**src/core/apm_pkg.sv**
```systemverilog
// Purpose: Shared constants for the fixed-side authentication parameter controller.
// Assumes: One clock (ref_clk, 40 MHz) and a synchronous active-high reset.
// Notes: The challenge-response algorithms sit in an external engine.
// Behaviour
// Fixed side sends a 64-bit challenge, fresh for every portable response run.
// Type 2: fixed challenge is also fresh for every fixed response run.
// Type 1 session seed is 64 bits, made by fixed side, sent to portable.
// Type 1 seed may be reused; refresh it periodically and on key change.
// Type 2 wide seed is 128-bit random, used once per key derivation.
// Wide seed holds high half in top bits, low half below, sent whole.
// If low half follows type 1 rules, high half is fresh random.
// Type 2 portable and fixed authentication use different wide seeds.
// One wide seed serves many portable auths; another serves many fixed auths.
// Portable computes its 32-bit response and sends it to fixed side.
// Fixed side passes portable only when response equals expected response.
// Portable makes a fresh random non-repeating 64-bit challenge per authentication.
// Portable challenge feeds one process, except during key allocation.
// Fixed side computes 32-bit fixed response and sends it to portable.
// Portable accepts fixed side only when expected equals received response.
// Expected responses never cross the air; only challenges, seeds, responses.
// Random values must be unpredictable beyond about one half to the sixty-fourth.
// Freshness comes from a good generator; no history of past values.
// Every session key is 128 bits wide.
// One pass or fail result after comparing all 32 bits, held until next start.
package apm_pkg;
  localparam int CHAL_W = 64;
  localparam int HALF_W = 64;
  localparam int WIDE_W = 128;
  localparam int RESP_W = 32;
  localparam int KEY_W = 128;
  // Engine operations.
  localparam logic [1:0] OP_DERIVE_P = 2'h0;
  localparam logic [1:0] OP_DERIVE_F = 2'h1;
  localparam logic [1:0] OP_RESP_P = 2'h2;
  localparam logic [1:0] OP_RESP_F = 2'h3;
  // Air message kinds.
  localparam logic TX_PORT_REQ = 1'b0;
  localparam logic TX_FIX_REPLY = 1'b1;
  localparam logic RX_PORT_RESP = 1'b0;
  localparam logic RX_FIX_REQ = 1'b1;
  // Reset values and the default seed refresh period.
  localparam logic [HALF_W-1:0] RNG_RESET = 64'h9e37_79b9_7f4a_7c15;
  localparam logic [HALF_W-1:0] SEED_RESET = 64'h0;
  localparam int REFRESH_DEFAULT = 40000000;
  typedef enum logic [3:0] {
    ST_IDLE = 4'h0,
    ST_P_CHAL = 4'h1,
    ST_SEED_HI = 4'h3,
    ST_SEED_LO = 4'h2,
    ST_DERIVE = 4'h6,
    ST_P_SEND = 4'h7,
    ST_P_WAIT = 4'h5,
    ST_P_CHECK = 4'h4,
    ST_F_CHAL = 4'hc,
    ST_F_CALC = 4'hd,
    ST_F_SEND = 4'hf
  } apm_state_t;
endpackage

```
**src/core/apm_rng.sv**
```systemverilog
// Purpose: 64-bit random source, stepping every clock and stirred by outside entropy.
// Assumes: entropy carries physical noise; without it the sequence is only pseudo-random.
// Notes: Keeps no record of earlier outputs.
`timescale 1ns/1ps
module apm_rng
  import apm_pkg::*;
(
  input wire logic ref_clk,
  input wire logic rst,
  input wire logic [HALF_W-1:0] entropy,
  output logic [HALF_W-1:0] rand_out
);
  logic [HALF_W-1:0] s_reg;
  logic [HALF_W-1:0] a;
  logic [HALF_W-1:0] b;
  logic [HALF_W-1:0] s_next;

  // Xorshift step folded with entropy; 64 bits of state match the required unpredictability.
  always_comb
  begin
    a = s_reg ^ (s_reg << 13);
    b = a ^ (a >> 7);
    s_next = b ^ (b << 17) ^ entropy;
  end

  // Freshness rests on the generator alone, so no list of past values is kept.
  always_ff @(posedge ref_clk)
  begin
    if (rst)
      s_reg <= RNG_RESET;
    else
      s_reg <= s_next;
  end

  assign rand_out = s_reg;
endmodule

```
**src/core/apm_fixed_ctrl.sv**
```systemverilog
// Purpose: Fixed-side controller: draws challenges and seeds, drives the engine, checks responses.
// Assumes: Engine holds eng_done for one cycle and only while eng_req is high.
// Notes: Air ports carry whole messages in one cycle; framing lies outside.
`timescale 1ns/1ps
module apm_fixed_ctrl
  import apm_pkg::*;
#(
  parameter int SEED_REFRESH_CYCLES = REFRESH_DEFAULT
)
(
  input wire logic ref_clk,
  input wire logic rst,
  input wire logic auth_start,
  input wire logic auth_abort,
  input wire logic auth_type2,
  input wire logic new_seed,
  input wire logic split_seed,
  input wire logic key_changed,
  input wire logic [HALF_W-1:0] entropy,
  input wire logic air_rx_valid,
  input wire logic air_rx_kind,
  input wire logic [RESP_W-1:0] air_rx_portable_response,
  input wire logic [CHAL_W-1:0] air_rx_portable_challenge,
  input wire logic eng_done,
  input wire logic [KEY_W-1:0] eng_key_in,
  input wire logic [RESP_W-1:0] eng_resp_in,
  output logic air_tx_valid,
  output logic air_tx_kind,
  output logic air_tx_seed_wide,
  output logic [CHAL_W-1:0] air_tx_fixed_challenge,
  output logic [WIDE_W-1:0] air_tx_seed,
  output logic [RESP_W-1:0] air_tx_fixed_response,
  output logic eng_req,
  output logic [1:0] eng_op,
  output logic eng_wide,
  output logic [WIDE_W-1:0] eng_seed,
  output logic [KEY_W-1:0] eng_key,
  output logic [CHAL_W-1:0] eng_fixed_challenge,
  output logic [CHAL_W-1:0] eng_portable_challenge,
  output logic auth_busy,
  output logic portable_pass,
  output logic portable_fail
);
  apm_state_t state_reg;
  logic [HALF_W-1:0] rnd;
  logic fixed_flow_reg;
  logic wide_reg;
  logic [HALF_W-1:0] seed_hi_reg;
  logic [HALF_W-1:0] session_seed_reg;
  logic [WIDE_W-1:0] port_seed_reg;
  logic [WIDE_W-1:0] fix_seed_reg;
  logic port_seed_ok_reg;
  logic fix_seed_ok_reg;
  logic port_key_ok_reg;
  logic fix_key_ok_reg;
  logic port_key_wide_reg;
  logic fix_key_wide_reg;
  logic [KEY_W-1:0] session_key_reg;
  logic [KEY_W-1:0] fauth_key_reg;
  logic [RESP_W-1:0] rx_resp_reg;
  logic [31:0] refresh_cnt_reg;
  logic refresh_pend_reg;
  logic start_take;
  logic req_take;
  logic refresh_apply;
  logic seed_ok;
  logic key_good;
  logic [WIDE_W-1:0] stored_seed;
  logic [WIDE_W-1:0] other_seed;
  logic other_ok;
  logic [HALF_W-1:0] low_half;
  logic [WIDE_W-1:0] cand_seed;
  logic [CHAL_W-1:0] last_req_chal_reg;
  logic [CHAL_W-1:0] last_rep_chal_reg;
  logic [WIDE_W-1:0] last_derive_seed_reg;

  apm_rng u_rng
  (
    .ref_clk(ref_clk),
    .rst(rst),
    .entropy(entropy),
    .rand_out(rnd)
  );

  // Request takers and per-flow views of the stored seed and key.
  assign start_take = (state_reg == ST_IDLE) && auth_start;
  assign req_take = (state_reg == ST_IDLE) && !auth_start && air_rx_valid
                    && (air_rx_kind == RX_FIX_REQ);
  assign refresh_apply = (state_reg == ST_IDLE) && refresh_pend_reg && !start_take && !req_take;
  assign seed_ok = fixed_flow_reg ? fix_seed_ok_reg : port_seed_ok_reg;
  assign key_good = fixed_flow_reg ? (fix_key_ok_reg && (fix_key_wide_reg == wide_reg))
                                   : (port_key_ok_reg && (port_key_wide_reg == wide_reg));
  assign stored_seed = fixed_flow_reg ? fix_seed_reg : port_seed_reg;
  assign other_seed = fixed_flow_reg ? port_seed_reg : fix_seed_reg;
  assign other_ok = fixed_flow_reg ? port_seed_ok_reg : fix_seed_ok_reg;
  assign low_half = split_seed ? session_seed_reg : rnd;
  assign cand_seed = {seed_hi_reg, low_half};

  // Periodic refresh request for the type 1 seed, also raised by a key change.
  // A refresh that falls inside an exchange waits until the controller is idle.
  // It is pending out of reset but a start or request in the same idle cycle wins, so type 1 can still run on the all-zero seed.
  always_ff @(posedge ref_clk)
  begin
    if (rst)
    begin
      refresh_cnt_reg <= 32'h0;
      refresh_pend_reg <= 1'b1;
    end
    else
    begin
      if (refresh_cnt_reg == 32'(SEED_REFRESH_CYCLES - 1))
        refresh_cnt_reg <= 32'h0;
      else
        refresh_cnt_reg <= refresh_cnt_reg + 32'h1;
      if (key_changed || refresh_cnt_reg == 32'(SEED_REFRESH_CYCLES - 1))
        refresh_pend_reg <= 1'b1;
      else if (refresh_apply)
        refresh_pend_reg <= 1'b0;
    end
  end

  // Exchange sequencer with its seeds, keys and engine and air outputs.
  always_ff @(posedge ref_clk)
  begin
    if (rst)
    begin
      state_reg <= ST_IDLE;
      fixed_flow_reg <= 1'b0;
      wide_reg <= 1'b0;
      seed_hi_reg <= SEED_RESET;
      session_seed_reg <= SEED_RESET;
      port_seed_reg <= '0;
      fix_seed_reg <= '0;
      port_seed_ok_reg <= 1'b0;
      fix_seed_ok_reg <= 1'b0;
      port_key_ok_reg <= 1'b0;
      fix_key_ok_reg <= 1'b0;
      port_key_wide_reg <= 1'b0;
      fix_key_wide_reg <= 1'b0;
      session_key_reg <= '0;
      fauth_key_reg <= '0;
      rx_resp_reg <= '0;
      air_tx_valid <= 1'b0;
      air_tx_kind <= TX_PORT_REQ;
      air_tx_seed_wide <= 1'b0;
      air_tx_fixed_challenge <= '0;
      air_tx_seed <= '0;
      air_tx_fixed_response <= '0;
      eng_req <= 1'b0;
      eng_op <= OP_DERIVE_P;
      eng_wide <= 1'b0;
      eng_seed <= '0;
      eng_key <= '0;
      eng_fixed_challenge <= '0;
      eng_portable_challenge <= '0;
      auth_busy <= 1'b0;
    end
    else
    begin
      air_tx_valid <= 1'b0;
      case (state_reg)
        ST_IDLE:
        begin
          if (start_take)
          begin
            wide_reg <= auth_type2;
            fixed_flow_reg <= 1'b0;
            auth_busy <= 1'b1;
            state_reg <= ST_P_CHAL;
          end
          else if (req_take)
          begin
            wide_reg <= auth_type2;
            fixed_flow_reg <= 1'b1;
            eng_portable_challenge <= air_rx_portable_challenge;
            auth_busy <= 1'b1;
            state_reg <= ST_F_CHAL;
          end
          else if (refresh_apply)
          begin
            // New type 1 seed and key: every key and wide seed is derived again.
            session_seed_reg <= rnd;
            port_key_ok_reg <= 1'b0;
            fix_key_ok_reg <= 1'b0;
            port_seed_ok_reg <= 1'b0;
            fix_seed_ok_reg <= 1'b0;
          end
        end
        ST_P_CHAL, ST_F_CHAL:
        begin
          // Portable runs always draw; type 2 fixed runs draw too, type 1 sends zero.
          if (state_reg == ST_P_CHAL || wide_reg)
            eng_fixed_challenge <= rnd;
          else
            eng_fixed_challenge <= '0;
          // A wide seed whose key is gone is never derived again; a fresh one is drawn.
          if (wide_reg && (!seed_ok || new_seed || !key_good))
            state_reg <= ST_SEED_HI;
          else
          begin
            // A valid wide seed and its key are reused across several runs.
            eng_seed <= wide_reg ? stored_seed : {{HALF_W{1'b0}}, session_seed_reg};
            eng_wide <= wide_reg;
            eng_req <= 1'b1;
            if (!key_good)
            begin
              eng_op <= fixed_flow_reg ? OP_DERIVE_F : OP_DERIVE_P;
              state_reg <= ST_DERIVE;
            end
            else if (fixed_flow_reg)
            begin
              eng_op <= OP_RESP_F;
              eng_key <= fauth_key_reg;
              state_reg <= ST_F_CALC;
            end
            else
            begin
              eng_req <= 1'b0;
              state_reg <= ST_P_SEND;
            end
          end
        end
        ST_SEED_HI:
        begin
          seed_hi_reg <= rnd;
          state_reg <= ST_SEED_LO;
        end
        ST_SEED_LO:
        begin
          // The two authentication directions never share a wide seed.
          if (other_ok && cand_seed == other_seed)
            state_reg <= ST_SEED_HI;
          else
          begin
            eng_seed <= cand_seed;
            eng_wide <= 1'b1;
            eng_req <= 1'b1;
            eng_op <= fixed_flow_reg ? OP_DERIVE_F : OP_DERIVE_P;
            if (fixed_flow_reg)
            begin
              fix_seed_reg <= cand_seed;
              fix_seed_ok_reg <= 1'b1;
            end
            else
            begin
              port_seed_reg <= cand_seed;
              port_seed_ok_reg <= 1'b1;
            end
            state_reg <= ST_DERIVE;
          end
        end
        ST_DERIVE:
        begin
          if (eng_done)
          begin
            if (fixed_flow_reg)
            begin
              fauth_key_reg <= eng_key_in;
              fix_key_ok_reg <= 1'b1;
              fix_key_wide_reg <= wide_reg;
              eng_op <= OP_RESP_F;
              eng_key <= eng_key_in;
              state_reg <= ST_F_CALC;
            end
            else
            begin
              session_key_reg <= eng_key_in;
              port_key_ok_reg <= 1'b1;
              port_key_wide_reg <= wide_reg;
              eng_req <= 1'b0;
              state_reg <= ST_P_SEND;
            end
          end
        end
        ST_P_SEND:
        begin
          // Only challenge and seed leave here; the expected value stays inside.
          air_tx_valid <= 1'b1;
          air_tx_kind <= TX_PORT_REQ;
          air_tx_seed_wide <= wide_reg;
          air_tx_fixed_challenge <= eng_fixed_challenge;
          air_tx_seed <= eng_seed;
          state_reg <= ST_P_WAIT;
        end
        ST_P_WAIT:
        begin
          if (auth_abort)
          begin
            auth_busy <= 1'b0;
            state_reg <= ST_IDLE;
          end
          else if (air_rx_valid && air_rx_kind == RX_PORT_RESP)
          begin
            rx_resp_reg <= air_rx_portable_response;
            eng_portable_challenge <= air_rx_portable_challenge;
            eng_key <= session_key_reg;
            eng_op <= OP_RESP_P;
            eng_req <= 1'b1;
            state_reg <= ST_P_CHECK;
          end
        end
        ST_P_CHECK:
        begin
          if (eng_done)
          begin
            eng_req <= 1'b0;
            auth_busy <= 1'b0;
            state_reg <= ST_IDLE;
          end
        end
        ST_F_CALC:
        begin
          if (eng_done)
          begin
            eng_req <= 1'b0;
            air_tx_fixed_response <= eng_resp_in;
            state_reg <= ST_F_SEND;
          end
        end
        ST_F_SEND:
        begin
          air_tx_valid <= 1'b1;
          air_tx_kind <= TX_FIX_REPLY;
          air_tx_seed_wide <= wide_reg;
          air_tx_fixed_challenge <= eng_fixed_challenge;
          air_tx_seed <= eng_seed;
          auth_busy <= 1'b0;
          state_reg <= ST_IDLE;
        end
        default:
          state_reg <= ST_IDLE;
      endcase
    end
  end

  // Verdict of the portable check, cleared only when the next exchange starts.
  // A single full-width compare means all 32 bits are in before any verdict.
  always_ff @(posedge ref_clk)
  begin
    if (rst)
    begin
      portable_pass <= 1'b0;
      portable_fail <= 1'b0;
    end
    else if (start_take || req_take)
    begin
      portable_pass <= 1'b0;
      portable_fail <= 1'b0;
    end
    else if (state_reg == ST_P_CHECK && eng_done)
    begin
      portable_pass <= (eng_resp_in == rx_resp_reg);
      portable_fail <= (eng_resp_in != rx_resp_reg);
    end
  end

  // Helper history used only by the checks below.
  always_ff @(posedge ref_clk)
  begin
    if (rst)
    begin
      last_req_chal_reg <= '0;
      last_rep_chal_reg <= '0;
      last_derive_seed_reg <= '0;
    end
    else
    begin
      if (air_tx_valid && air_tx_kind == TX_PORT_REQ)
        last_req_chal_reg <= air_tx_fixed_challenge;
      if (air_tx_valid && air_tx_kind == TX_FIX_REPLY)
        last_rep_chal_reg <= air_tx_fixed_challenge;
      if (state_reg == ST_DERIVE && eng_done && eng_wide)
        last_derive_seed_reg <= eng_seed;
    end
  end

  property p_req_chal_fresh;
    @(posedge ref_clk) disable iff (rst)
    (air_tx_valid && air_tx_kind == TX_PORT_REQ) |-> air_tx_fixed_challenge != last_req_chal_reg;
  endproperty
  a_req_chal_fresh: assert property (p_req_chal_fresh)
    else $error("Portable request reused the previous fixed challenge.");

  property p_rep_chal_fresh;
    @(posedge ref_clk) disable iff (rst)
    (air_tx_valid && air_tx_kind == TX_FIX_REPLY && air_tx_seed_wide)
      |-> air_tx_fixed_challenge != last_rep_chal_reg;
  endproperty
  a_rep_chal_fresh: assert property (p_rep_chal_fresh)
    else $error("Type 2 fixed reply reused the previous fixed challenge.");

  property p_narrow_seed;
    @(posedge ref_clk) disable iff (rst)
    (air_tx_valid && !air_tx_seed_wide)
      |-> air_tx_seed == {{HALF_W{1'b0}}, session_seed_reg};
  endproperty
  a_narrow_seed: assert property (p_narrow_seed)
    else $error("Type 1 seed on air differs from the held session seed.");

  property p_derive_once;
    @(posedge ref_clk) disable iff (rst)
    (state_reg == ST_DERIVE && eng_req && eng_wide) |-> eng_seed != last_derive_seed_reg;
  endproperty
  a_derive_once: assert property (p_derive_once)
    else $error("Wide seed fed a second key derivation.");

  property p_seed_halves;
    @(posedge ref_clk) disable iff (rst)
    (state_reg == ST_SEED_LO && !(other_ok && cand_seed == other_seed))
      |=> eng_seed[WIDE_W-1:HALF_W] == $past(seed_hi_reg) && state_reg == ST_DERIVE;
  endproperty
  a_seed_halves: assert property (p_seed_halves)
    else $error("High seed half is not in the top bits.");

  property p_split_seed;
    @(posedge ref_clk) disable iff (rst)
    (state_reg == ST_SEED_LO && split_seed) |-> seed_hi_reg != session_seed_reg ##1 1'b1;
  endproperty
  a_split_seed: assert property (p_split_seed)
    else $error("High half copies the type 1 seed.");

  property p_seeds_differ;
    @(posedge ref_clk) disable iff (rst)
    (air_tx_valid && air_tx_seed_wide && port_seed_ok_reg && fix_seed_ok_reg)
      |-> port_seed_reg != fix_seed_reg;
  endproperty
  a_seeds_differ: assert property (p_seeds_differ)
    else $error("Portable and fixed wide seeds are equal.");

  property p_verdict;
    @(posedge ref_clk) disable iff (rst)
    (state_reg == ST_P_CHECK && eng_done)
      |=> portable_pass == ($past(eng_resp_in) == rx_resp_reg) && (portable_pass != portable_fail);
  endproperty
  a_verdict: assert property (p_verdict)
    else $error("Portable verdict does not match the response compare.");

  property p_verdict_held;
    @(posedge ref_clk) disable iff (rst)
    (portable_pass && !start_take && !req_take) |=> portable_pass && !portable_fail;
  endproperty
  a_verdict_held: assert property (p_verdict_held)
    else $error("Pass verdict dropped before the next exchange.");

  property p_reply_resp;
    @(posedge ref_clk) disable iff (rst)
    (state_reg == ST_F_CALC && eng_done)
      |-> ##2 air_tx_valid && air_tx_kind == TX_FIX_REPLY
          && air_tx_fixed_response == $past(eng_resp_in, 2);
  endproperty
  a_reply_resp: assert property (p_reply_resp)
    else $error("Fixed reply missing or not carrying the engine response.");
endmodule

```
**config.mk**
```make
export PLATFORM = sky130hd
export DESIGN_NAME = apm_fixed_ctrl
export DESIGN_NICKNAME = d
export VERILOG_FILES = /design/src/core/apm_pkg.sv /design/src/core/apm_rng.sv /design/src/core/apm_fixed_ctrl.sv
export SDC_FILE = /design/constraint.sdc
export NUM_CORES = 2
export LEC_CHECK = 0
export BUFFER_PORTS_ARGS = -buffer_cell sky130_fd_sc_hd__buf_2
export CAP_MARGIN = 25
export CORE_AREA = 5 5 366 368
export CTS_CLUSTER_DIAMETER = 200
export DETAILED_ROUTE_END_ITERATION = 10
export DIE_AREA = 0 0 371 373
export HOLD_SLACK_MARGIN = 0.03
export PLACE_DENSITY = 0.74
export SYNTH_ARGS = -nofsm -noshare
export SYNTH_HDL_FRONTEND = slang
export SYNTH_SLANG_ARGS = --single-unit
```
**constraint.sdc**
```tcl
create_clock -name ref_clk -period 5.52 [get_ports ref_clk]
set_input_delay 1.104 -clock ref_clk [delete_from_list [all_inputs] [get_ports ref_clk]]
set_output_delay 1.104 -clock ref_clk [all_outputs]
set_load 0.01 [all_outputs]
```
# Word-level counts from Yosys, hierarchy flattened
# Cells that the tools add are included.
# totals
ff_bits,1399
inputBits,331
output_inout_bits,618
wordCells,221
# classes
addsub,1
eq_ne,37
n_mux,79
n_bitwise,10
n_reduce_logical,59
# op_table
op,n
$mux W128,12
$mux W64,6
$pmux W128 S3,1
$pmux W128 S2,1
$xor A64 B64 Y64,3
$eq A128 B128 Y1,1
$pmux W64 S2,1
$xor A64 B57 Y64,1
$mux W4,10
$ne A2 B2 Y1 const B,18
$pmux W4 S9,1
$add A32 B1 Y32 const B,1
$eq A32 B26 Y1 const B,1
$eq A32 B32 Y1,1
$ne A32 B32 Y1,1
$mux W1,30
$reduce_and A6 Y1,5
$reduce_and A3 Y1,6
$eq A4 B3 Y1 const B,4
$reduce_and A8 Y1,2
$mux W2,7
$logic_and A1 B1 Y1,13
$eq A4 B4 Y1 const B,3
$pmux W1 S2,6
other kinds (21),51

# Depth between registers and ports, before layout
# logic_depth
ltp_word,10
mapped_depth,14
depth_no_buf,8

# Hierarchy
# A second synthesis with hierarchy kept.
# hier_totals
cells_unflattened,7078
hier_area_um2,60749.5
# modules_own_cells
mod,instances,cells_each,area_each_um2,seq_area_each_um2
apm_fixed_ctrl,1,6729,57018.4,26725.6
apm_rng,1,349,3731.1,1281.2

# Worst setup path after synthesis
# No wires, ideal clock.
# synth_timing
path_type,input port to flip-flop
startpoint,input port split_seed
endpoint,register port_seed_ok_reg
setup_ps,115
t_arrival_ps,3402
required_ps,5405
setup_slack_ps,2004
path_stages,13
n_path_buf,5
path_cell_list,buf_4 buf_4 mux2i_1 o22ai_1 nor4_1 nand4_1 nor4_2 nand3_1 and3_1 clkbuf_1 buf_6 buf_6 o21a_1
# synth_via
elab_chain_len,5
# synth_rtl
element,line_no,rtl
from (decl),apm_fixed_ctrl.sv:17,"input wire logic split_seed,"
$mux W64,apm_fixed_ctrl.sv:96,assign low_half = split_seed ? session_seed_reg : rnd;
$eq A128 B128 Y1,apm_fixed_ctrl.sv:231,if (other_ok && cand_seed == other_seed)
$logic_and A1 B1 Y1,apm_fixed_ctrl.sv:231,
$ne A2 B2 Y1 (no source line),-,
$reduce_and A6 Y1 (no source line),-,
to (signal assigned),apm_fixed_ctrl.sv:134,port_seed_ok_reg <= 1'b0;
to (signal assigned),apm_fixed_ctrl.sv:185,port_seed_ok_reg <= 1'b0;
to (signal assigned),apm_fixed_ctrl.sv:247,port_seed_ok_reg <= 1'b1;
to (decl),apm_fixed_ctrl.sv:52,logic port_seed_ok_reg;
# No other way between the ends.
# A chain may end at the register's enable or synchronous reset.

# Worst setup path after layout
# layout_timing
startpoint,register fixed_flow_reg
endpoint,register port_seed_reg[99]
# layout_via
elab_chain_len,5
elab_cells_between_ends,7
classes_between,eq/ne (1); mux (2); bitwise (2); reduce/logical (2)
# layout_rtl
element,line_no,rtl
from (decl),apm_fixed_ctrl.sv:46,logic fixed_flow_reg;
from (signal assigned),apm_fixed_ctrl.sv:128,fixed_flow_reg <= 1'b0;
from (signal assigned),apm_fixed_ctrl.sv:167,fixed_flow_reg <= 1'b0;
from (signal assigned),apm_fixed_ctrl.sv:174,fixed_flow_reg <= 1'b1;
$mux W128,apm_fixed_ctrl.sv:94,assign other_seed = fixed_flow_reg ? port_seed_reg : fix_seed_reg;
$eq A128 B128 Y1,apm_fixed_ctrl.sv:231,
$logic_and A1 B1 Y1,apm_fixed_ctrl.sv:231,
$not A1 Y1 (no source line),-,
$reduce_and A3 Y1 (no source line) *,-,
to (signal assigned),apm_fixed_ctrl.sv:246,port_seed_reg <= cand_seed;
to (decl),apm_fixed_ctrl.sv:50,logic [WIDE_W-1:0] port_seed_reg;
# Mark *: on every way between the ends. The rest lies on a longest branch, timed or not.

==> results.toml <==
[status]
status = "complete, no violations"

[floorplanning]
die_w_um = 371
num_rows = 133
fp.dieH_um = 373
ios = 949
die_area_um2 = 138000
fp.coreArea_um2 = 130000
initial_core_util = 0.466

[synthesis]
synth_edf_count = 0
syn_area_per_cell_um2 = 8.52
syn_nets = 7462
synth_cell_types = 54
ys_seq_elements = 1399
synth-warning-count = 0
ys_seq_area_frac = 0.461
async_flop_share = 0
synthesis.area_um2 = 60800
synthFlopType = "dfxtp_1"
syn_inst = 7130

[routing]
wl_met2_mm = 104
met1Wirelength_mm = 85.7
ant_nets = 0
drt-initial-drc-count = 5977
drc = 0
wl_mm = 223
drt-wirelength-per-cell_um = 23.1
vias_per_cell = 5.68
dr.pass1.iters = 6
top_layer = "met5"
num_vias = 54847
met3_length_mm = 20.0

[setup_path]
reg2reg_depth = 10
cp-startpoint = "fixed_flow_reg"
cp-start-kind = "flip-flop"
r2r_setup_slack_ps = 870
path_class = "flip-flop to flip-flop"
endpoint = "port_seed_reg[99]"
r2r_end = "port_seed_reg[99]"
cp.required_ps = 6160
worstReg2RegStart = "fixed_flow_reg"
endpoint_kind = "flip-flop"
critPathArrivalTime_ps = 5280
path_max_fanout = 55

[clock_tree]
cts_buffers = 152
path_clk_slew_ps = 60
ctsLongestPathBuffers = 3
insertion_delay_ps = 800
cts_resized = 0
cts-root-buf = "clkbuf_16"
htreeDepth = 4
cts_hold_buf = 0
clkSinkCount = 1399
cts_tree = "done"
cts_setup_buffers = 0

[min_path]
hold_path_class = "flip-flop to flip-flop"

[sta]
finalMaxSlewViolations = 0
fin_crit_ps = 4650
slew_headroom = 0.147
finalHoldViolCount = 0
rsz0062_at_grt = "false"
clock_skew_ps = 48.8
max_freq_mhz = 215
finalCritPeriodShare = 0.842
max_slew.worst_pin.slew_ps = 1280
fin_tns_setup_ps = 0
whs_ps = 449
setup_violations = 0

[pwr]
cellPowerDensity_nw_per_um2 = 490
ir_worst_vdd_mv = 0.340
leakagePower_uw = 0.0268

[layout]
post-route-util = 0.551
syn_to_final_growth_pct = 18.3
nFillCells = 11779
finalNonFillerCells = 9664
stdcell_area_um2 = 71900
drive_gt1_frac = 0.183
final_nets = 8077

[grt]
gr-usage-all-layers = 0.305
grt_max_degree = 200
grt_pass1_wl_mm = 327
grt_pass1_vias = 50871
globalRouteOverflowTotal = 0
antenna_found_initial = 47

[placement]
globalplace.congestion = 0.946
port_buffers = 948
dp_hpwl_mm = 156
post-place-cells = 9346
dpl_cell_area_um2 = 66700

[flow_run]
drv_cap = 0
==> per-layer routing <==
layer	track usage	vias up
met4	0.181	6
met5	0	-
met3	0.0684	551
li1	-	25486
met2	0.486	2507
met1	0.377	26297
==> final cells by class <==
type | instances | area (um^2) | area share
clock inverters | 52 | 677 | 0.00942
repair buffers | 1082 | 6110 | 0.0850
multi-input cells | 5097 | 30300 | 0.421
well taps | 1755 | 2200 | 0.0305
diodes | 43 | 108 | 0.00150
clock buffers | 223 | 4440 | 0.0618
flip-flops and latches | 1399 | 28000 | 0.390
inverters | 13 | 48.8 | 0.000679
==> synthesized netlist by cell type (5+ instances only) <==
| cell type | instances | area (um^2) |
|---|---|---|
| nand2_1 | 1585 | 5950 |
| dfxtp_1 | 1399 | 28000 |
| a21oi_1 | 875 | 4380 |
| mux2i_1 | 613 | 6140 |
| clkbuf_1 | 497 | 1870 |
| nand2b_1 | 418 | 2620 |
| nor2_1 | 345 | 1290 |
| xnor2_1 | 251 | 2200 |
| a311oi_1 | 200 | 1750 |
| a22oi_1 | 194 | 1460 |
| xor2_1 | 139 | 1220 |
| nor3_1 | 76 | 380 |
| o21ai_0 | 71 | 355 |
| or2_2 | 64 | 400 |
| a211oi_1 | 61 | 458 |
| buf_2 | 47 | 235 |
| nor4_1 | 37 | 231 |
| buf_1 | 32 | 120 |
| nand3_1 | 29 | 145 |
| buf_4 | 27 | 203 |
| nand4_1 | 19 | 119 |
| buf_6 | 18 | 203 |
| mux2_2 | 18 | 203 |
| o22ai_1 | 15 | 93.8 |
| a22o_1 | 13 | 114 |
| inv_1 | 12 | 45.0 |
| and3_1 | 9 | 56.3 |
| o31ai_1 | 7 | 52.6 |
| o2bb2ai_1 | 6 | 52.6 |
| a31oi_1 | 5 | 31.3 |
| and2_1 | 5 | 31.3 |
| nor2b_1 | 5 | 31.3 |
| o221ai_1 | 5 | 43.8 |
==> layout by cell type, fill, tap and decap left out, types with 13 or more instances in the layout <==
cell,count
mux2i_1,613
nand4_1,19
o22ai_1,15
mux2_2,18
a211oi_1,61
nor2_1,339
buf_12,26
buf_4,108
clkinv_2,22
a22oi_1,194
clkbuf_8,35
a22o_1,13
xnor2_1,251
nand2b_1,417
buf_2,946
xor2_1,139
diode_2,43
or2_2,64
o21ai_0,71
nand3_1,24
a21oi_1,873
nor4_1,37
nor3_1,74
nand2_1,1583
clkbuf_1,35
a311oi_1,200
clkbuf_16,153
dfxtp_1,1398
==> worst min path at each step <==
stage	startpoint	endpoint	slack, ps	cells after the start
global placement	eng_portable_challenge[16]	eng_portable_challenge[16]	440	2
CTS	eng_portable_challenge[58]	eng_portable_challenge[58]	450	2
detailed placement	eng_portable_challenge[58]	eng_portable_challenge[58]	440	2
finish	eng_portable_challenge[19]	eng_portable_challenge[19]	450	2
global route	eng_portable_challenge[5]	eng_portable_challenge[5]	460	2
floorplan	refresh_cnt_reg[0]	refresh_cnt_reg[0]	430	1
==> power by group <==
group / switching (uW) / internal, uW / total [uW] / leakage (uW)
sequential: 1740 / 11500 / 13200 / 0.0113
combinational: 7070 / 4620 / 11700 / 0.0130
clock: 4370 / 5960 / 10300 / 0.00250
==> worst max-delay path: stages, from the launching register on <==
cell     delay (ps)
dfxtp_4        1010
buf_12          350
mux2i_1         260
xnor2_1         220
nor4_1          520
nand4_1         270
nor4_2          490
nand3_1         300
and3_4          440
buf_12          280
mux2i_1         200
==> cell families after synthesis <==
family	synth area share
DFF	0.461
and+or+nand+nor	0.187
xor gates and xnor gates	0.0562
muxes	0.104
buffers and inverters	0.0440
adders and majority gates	0.000206
AOI/OAI and AO/OA	0.147
==> through the flow <==
step	setup slack [ps]	total power, uW
final	873	35200
after global routing	783	36700
after CTS	1130	35200
after detailed placement	749	24800
after global placement	857	24600
after floorplan	2000	20400
Note: power is estimated with default switching activity, not from simulation.
